--- config.mk ---
export PLATFORM = sky130hd
export DESIGN_NAME = cca_top
export DESIGN_NICKNAME = d
export VERILOG_FILES = /design/src/include/cca_pkg.sv /design/src/rtl/cca_top.sv /design/src/rtl/cca_channel.sv
export SDC_FILE = /design/constraint.sdc
export NUM_CORES = 1
export LEC_CHECK = 0
export BUFFER_PORTS_ARGS = -buffer_cell sky130_fd_sc_hd__buf_2
export CELL_PAD_IN_SITES_DETAIL_PLACEMENT = 0
export CELL_PAD_IN_SITES_GLOBAL_PLACEMENT = 1
export CORE_MARGIN = 2
export CORE_UTILIZATION = 30
export DETAILED_ROUTE_END_ITERATION = 7
export GPL_TIMING_DRIVEN = 1
export HOLD_SLACK_MARGIN = 0.12
export PLACE_DENSITY = 0.64
export SLEW_MARGIN = 15
export SYNTH_ARGS = -nofsm -noshare
export SYNTH_HDL_FRONTEND = slang
export SYNTH_SLANG_ARGS = --single-unit
--- constraint.sdc ---
create_clock -name clk_i -period 7.77 [get_ports clk_i]
set_input_delay 0.777 -clock clk_i [delete_from_list [all_inputs] [get_ports clk_i]]
set_output_delay 0.777 -clock clk_i [all_outputs]
set_load 0.01 [all_outputs]
--- src/include/cca_pkg.sv ---
// Shared constants and types of the capture/compare array
package cca_pkg;
    localparam int MAX_MODULES = 6;
    localparam int BYTE_W = 8;
    localparam int CNT_W = 16;
    // Register addresses on the special function register port
    localparam logic [7:0] ADDR_CTRL = 8'h00;
    localparam logic [7:0] ADDR_MODE_BASE = 8'h01;
    localparam logic [7:0] ADDR_CNT_LO = 8'h07;
    localparam logic [7:0] ADDR_CNT_HI = 8'h08;
    localparam logic [7:0] ADDR_VAL_BASE = 8'h09;
    // Control/status fields
    localparam int CTRL_WRAP_BIT = 7;
    localparam int CTRL_RUN_BIT = 6;
    // Mode register fields
    localparam int MODE_WIDE_BIT = 7;
    localparam int MODE_CMP_BIT = 6;
    localparam int MODE_RISE_BIT = 5;
    localparam int MODE_FALL_BIT = 4;
    localparam int MODE_EQ_BIT = 3;
    localparam int MODE_FLIP_BIT = 2;
    localparam int MODE_PWM_BIT = 1;
    localparam int MODE_IRQ_BIT = 0;
    // Reset values and the last counter value
    localparam logic [7:0] CTRL_RESET = 8'h00;
    localparam logic [7:0] MODE_RESET = 8'h00;
    localparam logic [15:0] CNT_RESET = 16'h0000;
    localparam logic [15:0] VAL_RESET = 16'h0000;
    localparam logic [15:0] CNT_LAST = 16'hFFFF;
    localparam logic [7:0] RDATA_UNMAPPED = 8'h00;
    typedef enum logic [6:0] {
        CCA_OFF = 7'h01,
        CCA_CAPT = 7'h02,
        CCA_TIMER = 7'h04,
        CCA_HSO = 7'h08,
        CCA_FREQ = 7'h10,
        CCA_PWM8 = 7'h20,
        CCA_WIDE_MODULATOR_SELECT = 7'h40
    } cca_mode_type;
endpackage

--- src/rtl/cca_top.sv ---
// Capture/compare array: register port, shared counter, flags, module array
`timescale 1ns/1ps
module cca_top #(
    parameter int NUM_MODULES = cca_pkg::MAX_MODULES
) (
    input wire logic clk_i,
    input wire logic rst_n_i,
    input wire logic [7:0] sfr_addr_i,
    input wire logic sfr_wr_i,
    input wire logic sfr_rd_i,
    input wire logic [cca_pkg::BYTE_W-1:0] sfr_wdata_i,
    output logic [cca_pkg::BYTE_W-1:0] sfr_rdata_o,
    input wire logic global_interrupt_enable_i,
    input wire logic array_interrupt_enable_i,
    input wire logic counter_irq_enable_i,
    input wire logic [NUM_MODULES-1:0] module_pin_i,
    output logic [NUM_MODULES-1:0] module_pin_o,
    output logic [NUM_MODULES-1:0] module_pin_oe_o,
    output logic irq_o
);
    import cca_pkg::*;

    // The control register has room for six module flags only
    generate
        if (NUM_MODULES < 1 || NUM_MODULES > MAX_MODULES) begin : g_bad
            $error("NUM_MODULES must be 1 to 6");
        end
        // Counter and value registers are moved as exactly two bytes
        if (CNT_W != 2 * BYTE_W) begin : g_bad_width
            $error("Counter must be two bytes wide");
        end
        // Module flags must stay below the run bit of the control register
        if (MAX_MODULES > CTRL_RUN_BIT) begin : g_bad_flags
            $error("Too many module flags for the control register");
        end
    endgenerate

    logic [15:0] count_reg;
    logic run_reg;
    logic wrap_flag_reg;
    logic [NUM_MODULES-1:0] mod_flag_reg;
    logic [7:0] rdata_reg;
    logic irq_reg;
    logic [NUM_MODULES-1:0] sync1_reg;
    logic [NUM_MODULES-1:0] sync2_reg;

    logic ctrl_wr;
    logic cnt_lo_wr;
    logic cnt_hi_wr;
    logic wrap_set;
    logic [NUM_MODULES-1:0] mode_wr;
    logic [NUM_MODULES-1:0] val_lo_wr;
    logic [NUM_MODULES-1:0] val_hi_wr;
    logic [NUM_MODULES-1:0] mod_event;
    logic [NUM_MODULES-1:0] mod_irq_en;
    logic [7:0] mode_rd [NUM_MODULES];
    logic [15:0] value_rd [NUM_MODULES];
    logic [7:0] rdata_next;
    logic [7:0] ctrl_view;
    logic irq_next;
    logic [NUM_MODULES-1:0] mode_hit;
    logic [NUM_MODULES-1:0] val_lo_hit;
    logic [NUM_MODULES-1:0] val_hi_hit;
    logic [NUM_MODULES-1:0] mod_req;
    logic [7:0] mod_rdata [NUM_MODULES];
    logic [7:0] rd_chain [NUM_MODULES+1];
    logic [7:0] rdata_base;

    assign ctrl_wr = sfr_wr_i && (sfr_addr_i == ADDR_CTRL);
    assign cnt_lo_wr = sfr_wr_i && (sfr_addr_i == ADDR_CNT_LO);
    assign cnt_hi_wr = sfr_wr_i && (sfr_addr_i == ADDR_CNT_HI);

    // Pins come from outside the clock domain; two flops before any use
    always_ff @(posedge clk_i) begin
        if (!rst_n_i) begin
            sync1_reg <= '0;
            sync2_reg <= '0;
        end else begin
            sync1_reg <= module_pin_i;
            sync2_reg <= sync1_reg;
        end
    end

    generate
        for (genvar g = 0; g < NUM_MODULES; g++) begin : g_mod
            assign mode_hit[g] = (sfr_addr_i == ADDR_MODE_BASE + 8'(g));
            assign val_lo_hit[g] = (sfr_addr_i == ADDR_VAL_BASE + 8'(2 * g));
            assign val_hi_hit[g] = (sfr_addr_i == ADDR_VAL_BASE + 8'(2 * g + 1));
            assign mode_wr[g] = sfr_wr_i && mode_hit[g];
            assign val_lo_wr[g] = sfr_wr_i && val_lo_hit[g];
            assign val_hi_wr[g] = sfr_wr_i && val_hi_hit[g];
            assign mod_irq_en[g] = mode_rd[g][MODE_IRQ_BIT];

            cca_channel u_channel (
                .clk_i(clk_i),
                .rst_n_i(rst_n_i),
                .mode_wr_i(mode_wr[g]),
                .val_lo_wr_i(val_lo_wr[g]),
                .val_hi_wr_i(val_hi_wr[g]),
                .wdata_i(sfr_wdata_i),
                .count_i(count_reg),
                .pin_level_i(sync2_reg[g]),
                .mode_o(mode_rd[g]),
                .value_o(value_rd[g]),
                .event_o(mod_event[g]),
                .pin_o(module_pin_o[g]),
                .pin_oe_o(module_pin_oe_o[g])
            );

            // A flag event in the same cycle as a software clear survives
            always_ff @(posedge clk_i) begin
                if (!rst_n_i) begin
                    mod_flag_reg[g] <= CTRL_RESET[g];
                end else if (mod_event[g]) begin
                    mod_flag_reg[g] <= 1'b1;
                end else if (ctrl_wr) begin
                    mod_flag_reg[g] <= sfr_wdata_i[g];
                end
            end

            // Module bytes for the read port; module addresses never overlap
            always_comb begin
                mod_rdata[g] = mode_rd[g];
                if (val_lo_hit[g]) begin
                    mod_rdata[g] = value_rd[g][7:0];
                end else if (val_hi_hit[g]) begin
                    mod_rdata[g] = value_rd[g][15:8];
                end
            end

            assign rd_chain[g + 1] = (mode_hit[g] || val_lo_hit[g] || val_hi_hit[g])
                ? mod_rdata[g] : rd_chain[g];
            assign mod_req[g] = mod_flag_reg[g] && mod_irq_en[g];
        end
    endgenerate

    // Shared counter; software may load either byte at any time
    assign wrap_set = run_reg && (count_reg == CNT_LAST);

    always_ff @(posedge clk_i) begin
        if (!rst_n_i) begin
            count_reg <= CNT_RESET;
        end else if (cnt_lo_wr) begin
            count_reg[7:0] <= sfr_wdata_i;
        end else if (cnt_hi_wr) begin
            count_reg[15:8] <= sfr_wdata_i;
        end else if (run_reg) begin
            count_reg <= count_reg + 16'h0001;
        end
    end

    always_ff @(posedge clk_i) begin
        if (!rst_n_i) begin
            run_reg <= CTRL_RESET[CTRL_RUN_BIT];
        end else if (ctrl_wr) begin
            run_reg <= sfr_wdata_i[CTRL_RUN_BIT];
        end
    end

    always_ff @(posedge clk_i) begin
        if (!rst_n_i) begin
            wrap_flag_reg <= CTRL_RESET[CTRL_WRAP_BIT];
        end else if (wrap_set) begin
            wrap_flag_reg <= 1'b1;
        end else if (ctrl_wr) begin
            wrap_flag_reg <= sfr_wdata_i[CTRL_WRAP_BIT];
        end
    end

    // Control/status view; unused module flag positions read zero
    always_comb begin
        ctrl_view = 8'h00;
        ctrl_view[CTRL_WRAP_BIT] = wrap_flag_reg;
        ctrl_view[CTRL_RUN_BIT] = run_reg;
        ctrl_view[NUM_MODULES-1:0] = mod_flag_reg;
    end

    // Read mux; the answer is registered, so it appears one edge after the strobe
    always_comb begin
        rdata_base = RDATA_UNMAPPED;
        if (sfr_addr_i == ADDR_CTRL) begin
            rdata_base = ctrl_view;
        end else if (sfr_addr_i == ADDR_CNT_LO) begin
            rdata_base = count_reg[7:0];
        end else if (sfr_addr_i == ADDR_CNT_HI) begin
            rdata_base = count_reg[15:8];
        end
    end

    // Module bytes override the shared registers along the chain
    assign rd_chain[0] = rdata_base;
    assign rdata_next = rd_chain[NUM_MODULES];

    always_ff @(posedge clk_i) begin
        if (!rst_n_i) begin
            rdata_reg <= RDATA_UNMAPPED;
        end else if (sfr_rd_i) begin
            rdata_reg <= rdata_next;
        end
    end

    // Interrupt request; the enables are CPU registers on this clock
    always_comb begin
        irq_next = 1'b0;
        if (global_interrupt_enable_i && array_interrupt_enable_i) begin
            irq_next = (|mod_req)
                || (wrap_flag_reg && counter_irq_enable_i);
        end
    end

    always_ff @(posedge clk_i) begin
        if (!rst_n_i) begin
            irq_reg <= 1'b0;
        end else begin
            irq_reg <= irq_next;
        end
    end

    assign sfr_rdata_o = rdata_reg;
    assign irq_o = irq_reg;
endmodule

--- src/rtl/cca_channel.sv ---
// One capture/compare module: mode decode, value register, pin logic
`timescale 1ns/1ps
module cca_channel (
    input wire logic clk_i,
    input wire logic rst_n_i,
    input wire logic mode_wr_i,
    input wire logic val_lo_wr_i,
    input wire logic val_hi_wr_i,
    input wire logic [cca_pkg::BYTE_W-1:0] wdata_i,
    input wire logic [cca_pkg::CNT_W-1:0] count_i,
    input wire logic pin_level_i,
    output logic [cca_pkg::BYTE_W-1:0] mode_o,
    output logic [cca_pkg::CNT_W-1:0] value_o,
    output logic event_o,
    output logic pin_o,
    output logic pin_oe_o
);
    import cca_pkg::*;

    logic [7:0] mode_reg;
    logic [15:0] value_reg;
    logic prev_reg;
    logic event_reg;
    logic pin_reg;
    logic oe_reg;
    cca_mode_type sel;
    logic rise, fall, cap_hit, match16, match8, cmp_hit;

    // Decode of the mode bits; any other combination leaves the module idle
    always_comb begin
        sel = CCA_OFF;
        if (!mode_reg[MODE_EQ_BIT] && !mode_reg[MODE_FLIP_BIT] && !mode_reg[MODE_PWM_BIT]
            && (mode_reg[MODE_RISE_BIT] || mode_reg[MODE_FALL_BIT])) begin
            sel = CCA_CAPT;
        end else if (mode_reg[MODE_CMP_BIT] && !mode_reg[MODE_RISE_BIT]
            && !mode_reg[MODE_FALL_BIT]) begin
            case (mode_reg[MODE_EQ_BIT:MODE_PWM_BIT])
                3'h4: sel = CCA_TIMER;
                3'h6: sel = CCA_HSO;
                3'h3: sel = CCA_FREQ;
                3'h1: begin
                    if (!mode_reg[MODE_IRQ_BIT]) begin
                        sel = mode_reg[MODE_WIDE_BIT] ? CCA_WIDE_MODULATOR_SELECT : CCA_PWM8;
                    end
                end
                default: sel = CCA_OFF;
            endcase
        end
    end

    // Pin level is already synchronised; this only remembers the last value
    assign rise = pin_level_i && !prev_reg;
    assign fall = !pin_level_i && prev_reg;
    assign cap_hit = (sel == CCA_CAPT)
        && ((mode_reg[MODE_RISE_BIT] && rise) || (mode_reg[MODE_FALL_BIT] && fall));
    assign match16 = (count_i == value_reg);
    assign match8 = (count_i[7:0] == value_reg[7:0]);
    always_comb begin
        case (sel)
            CCA_TIMER, CCA_HSO, CCA_WIDE_MODULATOR_SELECT: cmp_hit = match16;
            CCA_FREQ, CCA_PWM8: cmp_hit = match8;
            default: cmp_hit = 1'b0;
        endcase
    end

    always_ff @(posedge clk_i) begin
        if (!rst_n_i) begin
            prev_reg <= 1'b0;
        end else begin
            prev_reg <= pin_level_i;
        end
    end

    always_ff @(posedge clk_i) begin
        if (!rst_n_i) begin
            mode_reg <= MODE_RESET;
        end else if (mode_wr_i) begin
            mode_reg <= wdata_i;
        end
    end

    // Hardware capture or frequency reload wins over a software write
    always_ff @(posedge clk_i) begin
        if (!rst_n_i) begin
            value_reg <= VAL_RESET;
        end else if (cap_hit) begin
            value_reg <= count_i;
        end else if (sel == CCA_FREQ && match8) begin
            value_reg[7:0] <= value_reg[7:0] + value_reg[15:8];
        end else begin
            if (val_lo_wr_i) begin
                value_reg[7:0] <= wdata_i;
            end
            if (val_hi_wr_i) begin
                value_reg[15:8] <= wdata_i;
            end
        end
    end

    always_ff @(posedge clk_i) begin
        if (!rst_n_i) begin
            event_reg <= 1'b0;
        end else begin
            event_reg <= cap_hit || cmp_hit;
        end
    end

    always_ff @(posedge clk_i) begin
        if (!rst_n_i) begin
            pin_reg <= 1'b0;
            oe_reg <= 1'b0;
        end else begin
            oe_reg <= (sel == CCA_HSO) || (sel == CCA_FREQ)
                || (sel == CCA_PWM8) || (sel == CCA_WIDE_MODULATOR_SELECT);
            case (sel)
                CCA_HSO, CCA_FREQ: pin_reg <= pin_reg ^ cmp_hit;
                CCA_PWM8: pin_reg <= (count_i[7:0] >= value_reg[7:0]);
                CCA_WIDE_MODULATOR_SELECT: pin_reg <= (count_i >= value_reg);
                default: pin_reg <= 1'b0;
            endcase
        end
    end

    assign mode_o = mode_reg;
    assign value_o = value_reg;
    assign event_o = event_reg;
    assign pin_o = pin_reg;
    assign pin_oe_o = oe_reg;
endmodule

==> After elaboration in Yosys (flattened, before gate mapping) <==
Cells that the tools add are included.
{ "word_totals": {"out_inout_bits": 21, "inputBits": 29, "reg_bits": 213, "word_cells": 530} }
{ "op_classes": {"reduce_logical": 237, "n_mux": 111, "n_eq_ne": 100, "add_sub_neg": 7, "n_lt_le_gt_ge": 12, "bitwise": 7} }
{ "op_table": {"columns": ["operator", "n"], "rows": [
  ["$mux 8", 48],
  ["$mux 7", 24],
  ["$pmux 7 s4", 6],
  ["$mux 16", 7],
  ["$eq 16x16->1", 6],
  ["$ge 16x16->1", 6],
  ["$logic_and 1x1->1", 96],
  ["$eq 8x4->1 const B", 8],
  ["$logic_or 1x1->1", 49],
  ["$add 8x8->8", 6],
  ["$eq 8x8->1", 6],
  ["$ge 8x8->1", 6],
  ["$eq 7x2->1 const B", 6],
  ["$eq 7x3->1 const B", 6],
  ["$eq 7x4->1 const B", 6],
  ["$eq 7x5->1 const B", 6],
  ["$eq 7x6->1 const B", 6],
  ["$eq 7x7->1 const B", 6],
  ["$logic_not 1->1", 42],
  ["$eq 8x5->1 const B", 5],
  ["$eq 3x3->1 const B", 12],
  ["$eq 8x3->1 const B", 4],
  ["$reduce_bool 2->1", 15],
  ["$reduce_or 2->1", 12],
  ["18 further kinds", 80]
]} }

==> Logic depth before layout (Yosys ltp) <==
{ "logic_depth": {"ltp_word": 10, "depth_mapped": 10, "mapped_depth_nobuf": 9} }

==> Hierarchy <==
Synthesis repeated with hierarchy kept, for this count alone.
{ "unflattened": {"cells_unflattened": 2055, "hier_area_um2": 16314.4} }
{ "by_module_without_submodules": {"columns": ["module", "instances", "seq_area_each_um2", "area_each_um2", "cells_each"], "rows": [
  ["cca_channel (g_mod[1].u_channel ...)", 4, 560.5, 2063.2, 250],
  ["cca_top", 1, 900.9, 3978.8, 567],
  ["cca_channel (g_mod[0].u_channel)", 1, 560.5, 2073.2, 240],
  ["cca_channel (g_mod[2].u_channel)", 1, 560.5, 2009.4, 248]
]} }

==> Least setup slack after synthesis <==
OpenSTA, ideal clock, no wires.
{ "synth_timing": {"kind": "input port to flip-flop", "startpoint": "in sfr_addr_i[5]", "endpoint": "reg count_reg[12]", "n_path_buf": 3, "setup_time_ns": 0.128, "cell_stages": 8, "path_slack_ns": 5.238, "t_required_ns": 7.642, "arrival_time_ns": 2.405, "cell_sequence": "or4_1 > buf_2 > buf_2 > o31ai_1 > o21ai_1 > buf_2 > a22oi_1 > nor2_1"} }
{ "synth_between": {"elab_chain_len": 4} }
{ "synth_rtl": {"columns": ["item", "line_no", "text"], "rows": [
  ["start, declared", "cca_top.sv:8", "input wire logic [7:0] sfr_addr_i,"],
  ["$eq 8x4->1 / $eq 8x3->1 (equally long branches)", "cca_top.sv:71, cca_top.sv:70", null],
  ["$logic_and 1x1->1 (on tied branches)", "cca_top.sv:71, cca_top.sv:70", null],
  ["$reduce_bool 2->1 (no source line) / $not 1->1 (equally long branches)", null, null],
  ["$reduce_and 2->1 (no source line)", null, null],
  ["end signal, assigned", "cca_top.sv:146", "count_reg[15:8] <= sfr_wdata_i;"],
  ["end signal, assigned", "cca_top.sv:148", "count_reg <= count_reg + 16'h0001;"],
  ["end, declared", "cca_top.sv:38", "logic [15:0] count_reg;"]
]} }
Parallel ways exist; a longest one is shown, timed or not.
A chain may end at the register's enable or synchronous reset.

==> Worst setup path after layout <==
{ "layout_timing": {"startpoint": "reg count_reg[0]", "endpoint": "reg g_mod[3].u_channel.value_reg[7]"} }
{ "layout_between": {"elab_chain_len": 4} }
{ "layout_rtl": {"columns": ["item", "line_no", "text"], "rows": [
  ["start signal, assigned", "cca_top.sv:144", "count_reg[7:0] <= sfr_wdata_i;"],
  ["start signal, assigned", "cca_top.sv:148", null],
  ["$eq 8x8->1 *", "cca_channel.sv:57", "assign match8 = (count_i[7:0] == value_reg[7:0]);"],
  ["$logic_and 1x1->1 *", "cca_channel.sv:88", "end else if (sel == CCA_FREQ && match8) begin"],
  ["$mux 8", "cca_channel.sv:88", null],
  ["$mux 16", "cca_channel.sv:86", "end else if (cap_hit) begin"],
  ["end signal, assigned", "cca_channel.sv:87", "value_reg <= count_i;"],
  ["end signal, assigned", "cca_channel.sv:89", "value_reg[7:0] <= value_reg[7:0] + value_reg[15:8];"],
  ["end signal, assigned", "cca_channel.sv:92", "value_reg[7:0] <= wdata_i;"],
  ["end, declared", "cca_channel.sv:21", "logic [15:0] value_reg;"]
]} }
Every way passes the cells marked *; elsewhere a longest branch is shown, timed or not.

==> results.json <==
{
  "synth_area_leaders": "dfxtp_1 (27%), ha_1 (11%), mux2i_1 (5.3%), a21oi_1 (4.9%), nor2_1 (4.8%)",
  "diodes": 0,
  "yosysSeqAreaShare_pct": 26.6,
  "final_common_cell": "dfxtp_1",
  "place.gp.congestion": 0.960,
  "die_h_um": 235,
  "vias_per_cell": 5.83,
  "skew_ns": 0.0247,
  "clock-root-buffer": "clkbuf_16",
  "cp.arrival_ns": 3.95,
  "cp.required_ns": 8.28,
  "synth_edf_count": 0,
  "io_pins": 50,
  "cts_hold_buf": 0,
  "power_leakage_nw": 6.78,
  "wire_per_inst_um": 24.6,
  "syn_area_per_cell_um2": 7.87,
  "grt_pass1_vias": 15200,
  "end_kind": "flip-flop",
  "hold_violations": 0,
  "powerDensity_nw_per_um2": 144,
  "synth_nets": 2214,
  "reg2reg_slack_ns": 4.33,
  "relSlewSlack_pct": 20.4,
  "start_util_pct": 30.4,
  "fmax_mhz": 291,
  "cts-htree-levels": 1,
  "grt-ovfl-total": 0,
  "drt_pass1_iterations": 5,
  "chipWidth_um": 235,
  "clock_latency_ns": 0.58,
  "row_count": 84,
  "period_share_pct": 44.3,
  "whs_path_depth": 2,
  "worst_r2r_path_depth": 9,
  "cts_buffers": 28,
  "grt_util_all_layers_pct": 23.6,
  "cts_tree": "built",
  "vias": 15900,
  "cts_sinks": 213,
  "clockBufferDepth": 3,
  "wl_um": 67000,
  "hpwl_um": 47200,
  "maxSlewViolCount": 0,
  "synth_flop_cell": "dfxtp_1",
  "largest_register_ffs": 96,
  "placed_cell_area_um2": 16800,
  "min_path_type": "in2reg",
  "fin_crit_ns": 3.44,
  "ant_nets": 0,
  "crit_type": "reg2reg",
  "cts.clk_slew.worst_paths_ns": 0.06,
  "reg2reg_from": "count_reg[0]$_SDFFE_PN0P_",
  "post_cts_buffers": 0,
  "setup_viol": 0,
  "tightest_slew_ns": 1.19,
  "drc": 0,
  "finalSetupTns_ns": 0,
  "syn_area_um2": 16100,
  "design.core.area_um2": 52800,
  "fin_area_um2": 17700,
  "grt_max_degree": 79,
  "worstHoldEndpoint": "sync1_reg[5]$_SDFF_PN0_",
  "synth-seq-cells": 213,
  "synth_warnings": 0,
  "outcome": "finished, final reports clean",
  "synthArstFlopShare_pct": 0,
  "ir_drop_uv": 147,
  "drive_gt1_share_pct": 8.65,
  "yosys.cell_types.count": 89,
  "min-delay-start": "module_pin_i[5]",
  "worstSetupStartpointType": "flip-flop",
  "mostFrequentLayoutCells": "dfxtp_1 (213), nor2_1 (205), a21oi_1 (158), o21ai_0 (143), ha_1 (139)",
  "drt_iter0_markers": 1331,
  "yosysTopAreaCell": "dfxtp_1",
  "cts_resized": 0,
  "antenna_found_initial": 0,
  "critPathMaxFanout": 10,
  "cap_violations": 0,
  "port_buffers": 49,
  "rsz0062_at_grt": "false",
  "area_delta_synth_final_pct": 10.3,
  "fillerInstances": 5663,
  "grt_first_pass_wirelength_um": 100000,
  "syn_inst": 2040,
  "synth_top_area_share_pct": 26.6,
  "r2r-end": "g_mod[3].u_channel.value_o[7]$_SDFFE_PN0P_",
  "die-area_um2": 55400,
  "nets": 2189
}
## kinds of logic after synthesis
family | share of synthesized area, %
buf+inv | 6.95
compound gates | 26.6
mux | 6.07
simple gates | 19.9
fa+ha+maj | 11.6
flops | 26.6
xor+xnor | 2.29
## cell usage after synthesis, types with 28 or more instances
cell type and instances:
dfxtp_1 213, nor2_1 205, a21oi_1 158, o21ai_0 143, ha_1 139, inv_1 136
nand2_1 130, clkbuf_1 92, mux2i_1 85, a211oi_1 69, nand3_1 45, nor3_1 41
a21o_1 37, a22oi_1 37, nand4_1 28, nor2b_1 28
## layer usage
layer / GRT usage [%] / vias up / routed length, um
met4: 8.28 / 0 / 2490
met3: 4.29 / 142 / 4630
met2: 38.3 / 578 / 30300
li1: - / 7407 / -
met5: 0 / - / 0
met1: 31.5 / 7743 / 29600
## stage by stage
stage	cells	utilization, %	hold WS, ns	total power, mW	worst slack, ns
2_1_floorplan	2040	-	0.411	1.23	5.24
6_report	2722	33.6	0.396	2.56	4.33
4_1_cts	2722	33.6	0.378	2.57	4.42
3_3_place_gp	2673	31.9	0.417	1.29	4.11
3_5_place_dp	2673	31.9	0.423	1.29	4.01
5_1_grt	2722	33.6	0.398	2.63	4.22
## how the worst max path moves through the flow
stage / startpoint / end / cells past startpoint
floorplan: sfr_addr_i[5] / count_reg[12]$_SDFFE_PN0P_ / 8
global placement: sfr_addr_i[3] / sfr_rdata_o[5]$_SDFFE_PN0P_ / 7
detailed placement: sfr_addr_i[1] / g_mod[1].u_channel.value_o[15]$_SDFFE_PN0P_ / 6
CTS: count_reg[0]$_SDFFE_PN0P_ / g_mod[3].u_channel.value_o[0]$_SDFFE_PN0P_ / 9
global route: count_reg[0]$_SDFFE_PN0P_ / g_mod[1].u_channel.value_o[0]$_SDFFE_PN0P_ / 9
finish: count_reg[0]$_SDFFE_PN0P_ / g_mod[3].u_channel.value_o[7]$_SDFFE_PN0P_ / 9
## worst max-delay path, stage by stage, from the launching register on
cell and delay, ns:
dfxtp_1 0.30, buf_4 0.29, inv_1 0.39, ha_1 0.44, nand4_1 0.17, nor4_2 0.77
nor2_1 0.36, nand2_1 0.37, o21ai_0 0.13, a21oi_1 0.15
## report_power, final
| group | switching (mW) | total, mW | internal [mW] |
|---|---|---|---|
| Combinational | 0.129 | 0.170 | 0.0409 |
| Clock | 0.536 | 1.28 | 0.744 |
| Sequential | 0.00646 | 1.11 | 1.10 |
## cell type report
| type | count | area (um2) | share of cell area, % |
|---|---|---|---|
| Inverter | 137 | 517 | 2.92 |
| Sequential cell | 213 | 4260 | 24.1 |
| Clock inverter | 5 | 36.3 | 0.205 |
| Tap cell | 688 | 861 | 4.86 |
| Multi-Input combinational cell | 1553 | 10700 | 60.3 |
| Clock buffer | 44 | 851 | 4.81 |
| Timing Repair Buffer | 82 | 493 | 2.78 |
No activity file was read; power rests on OpenSTA's default activity.
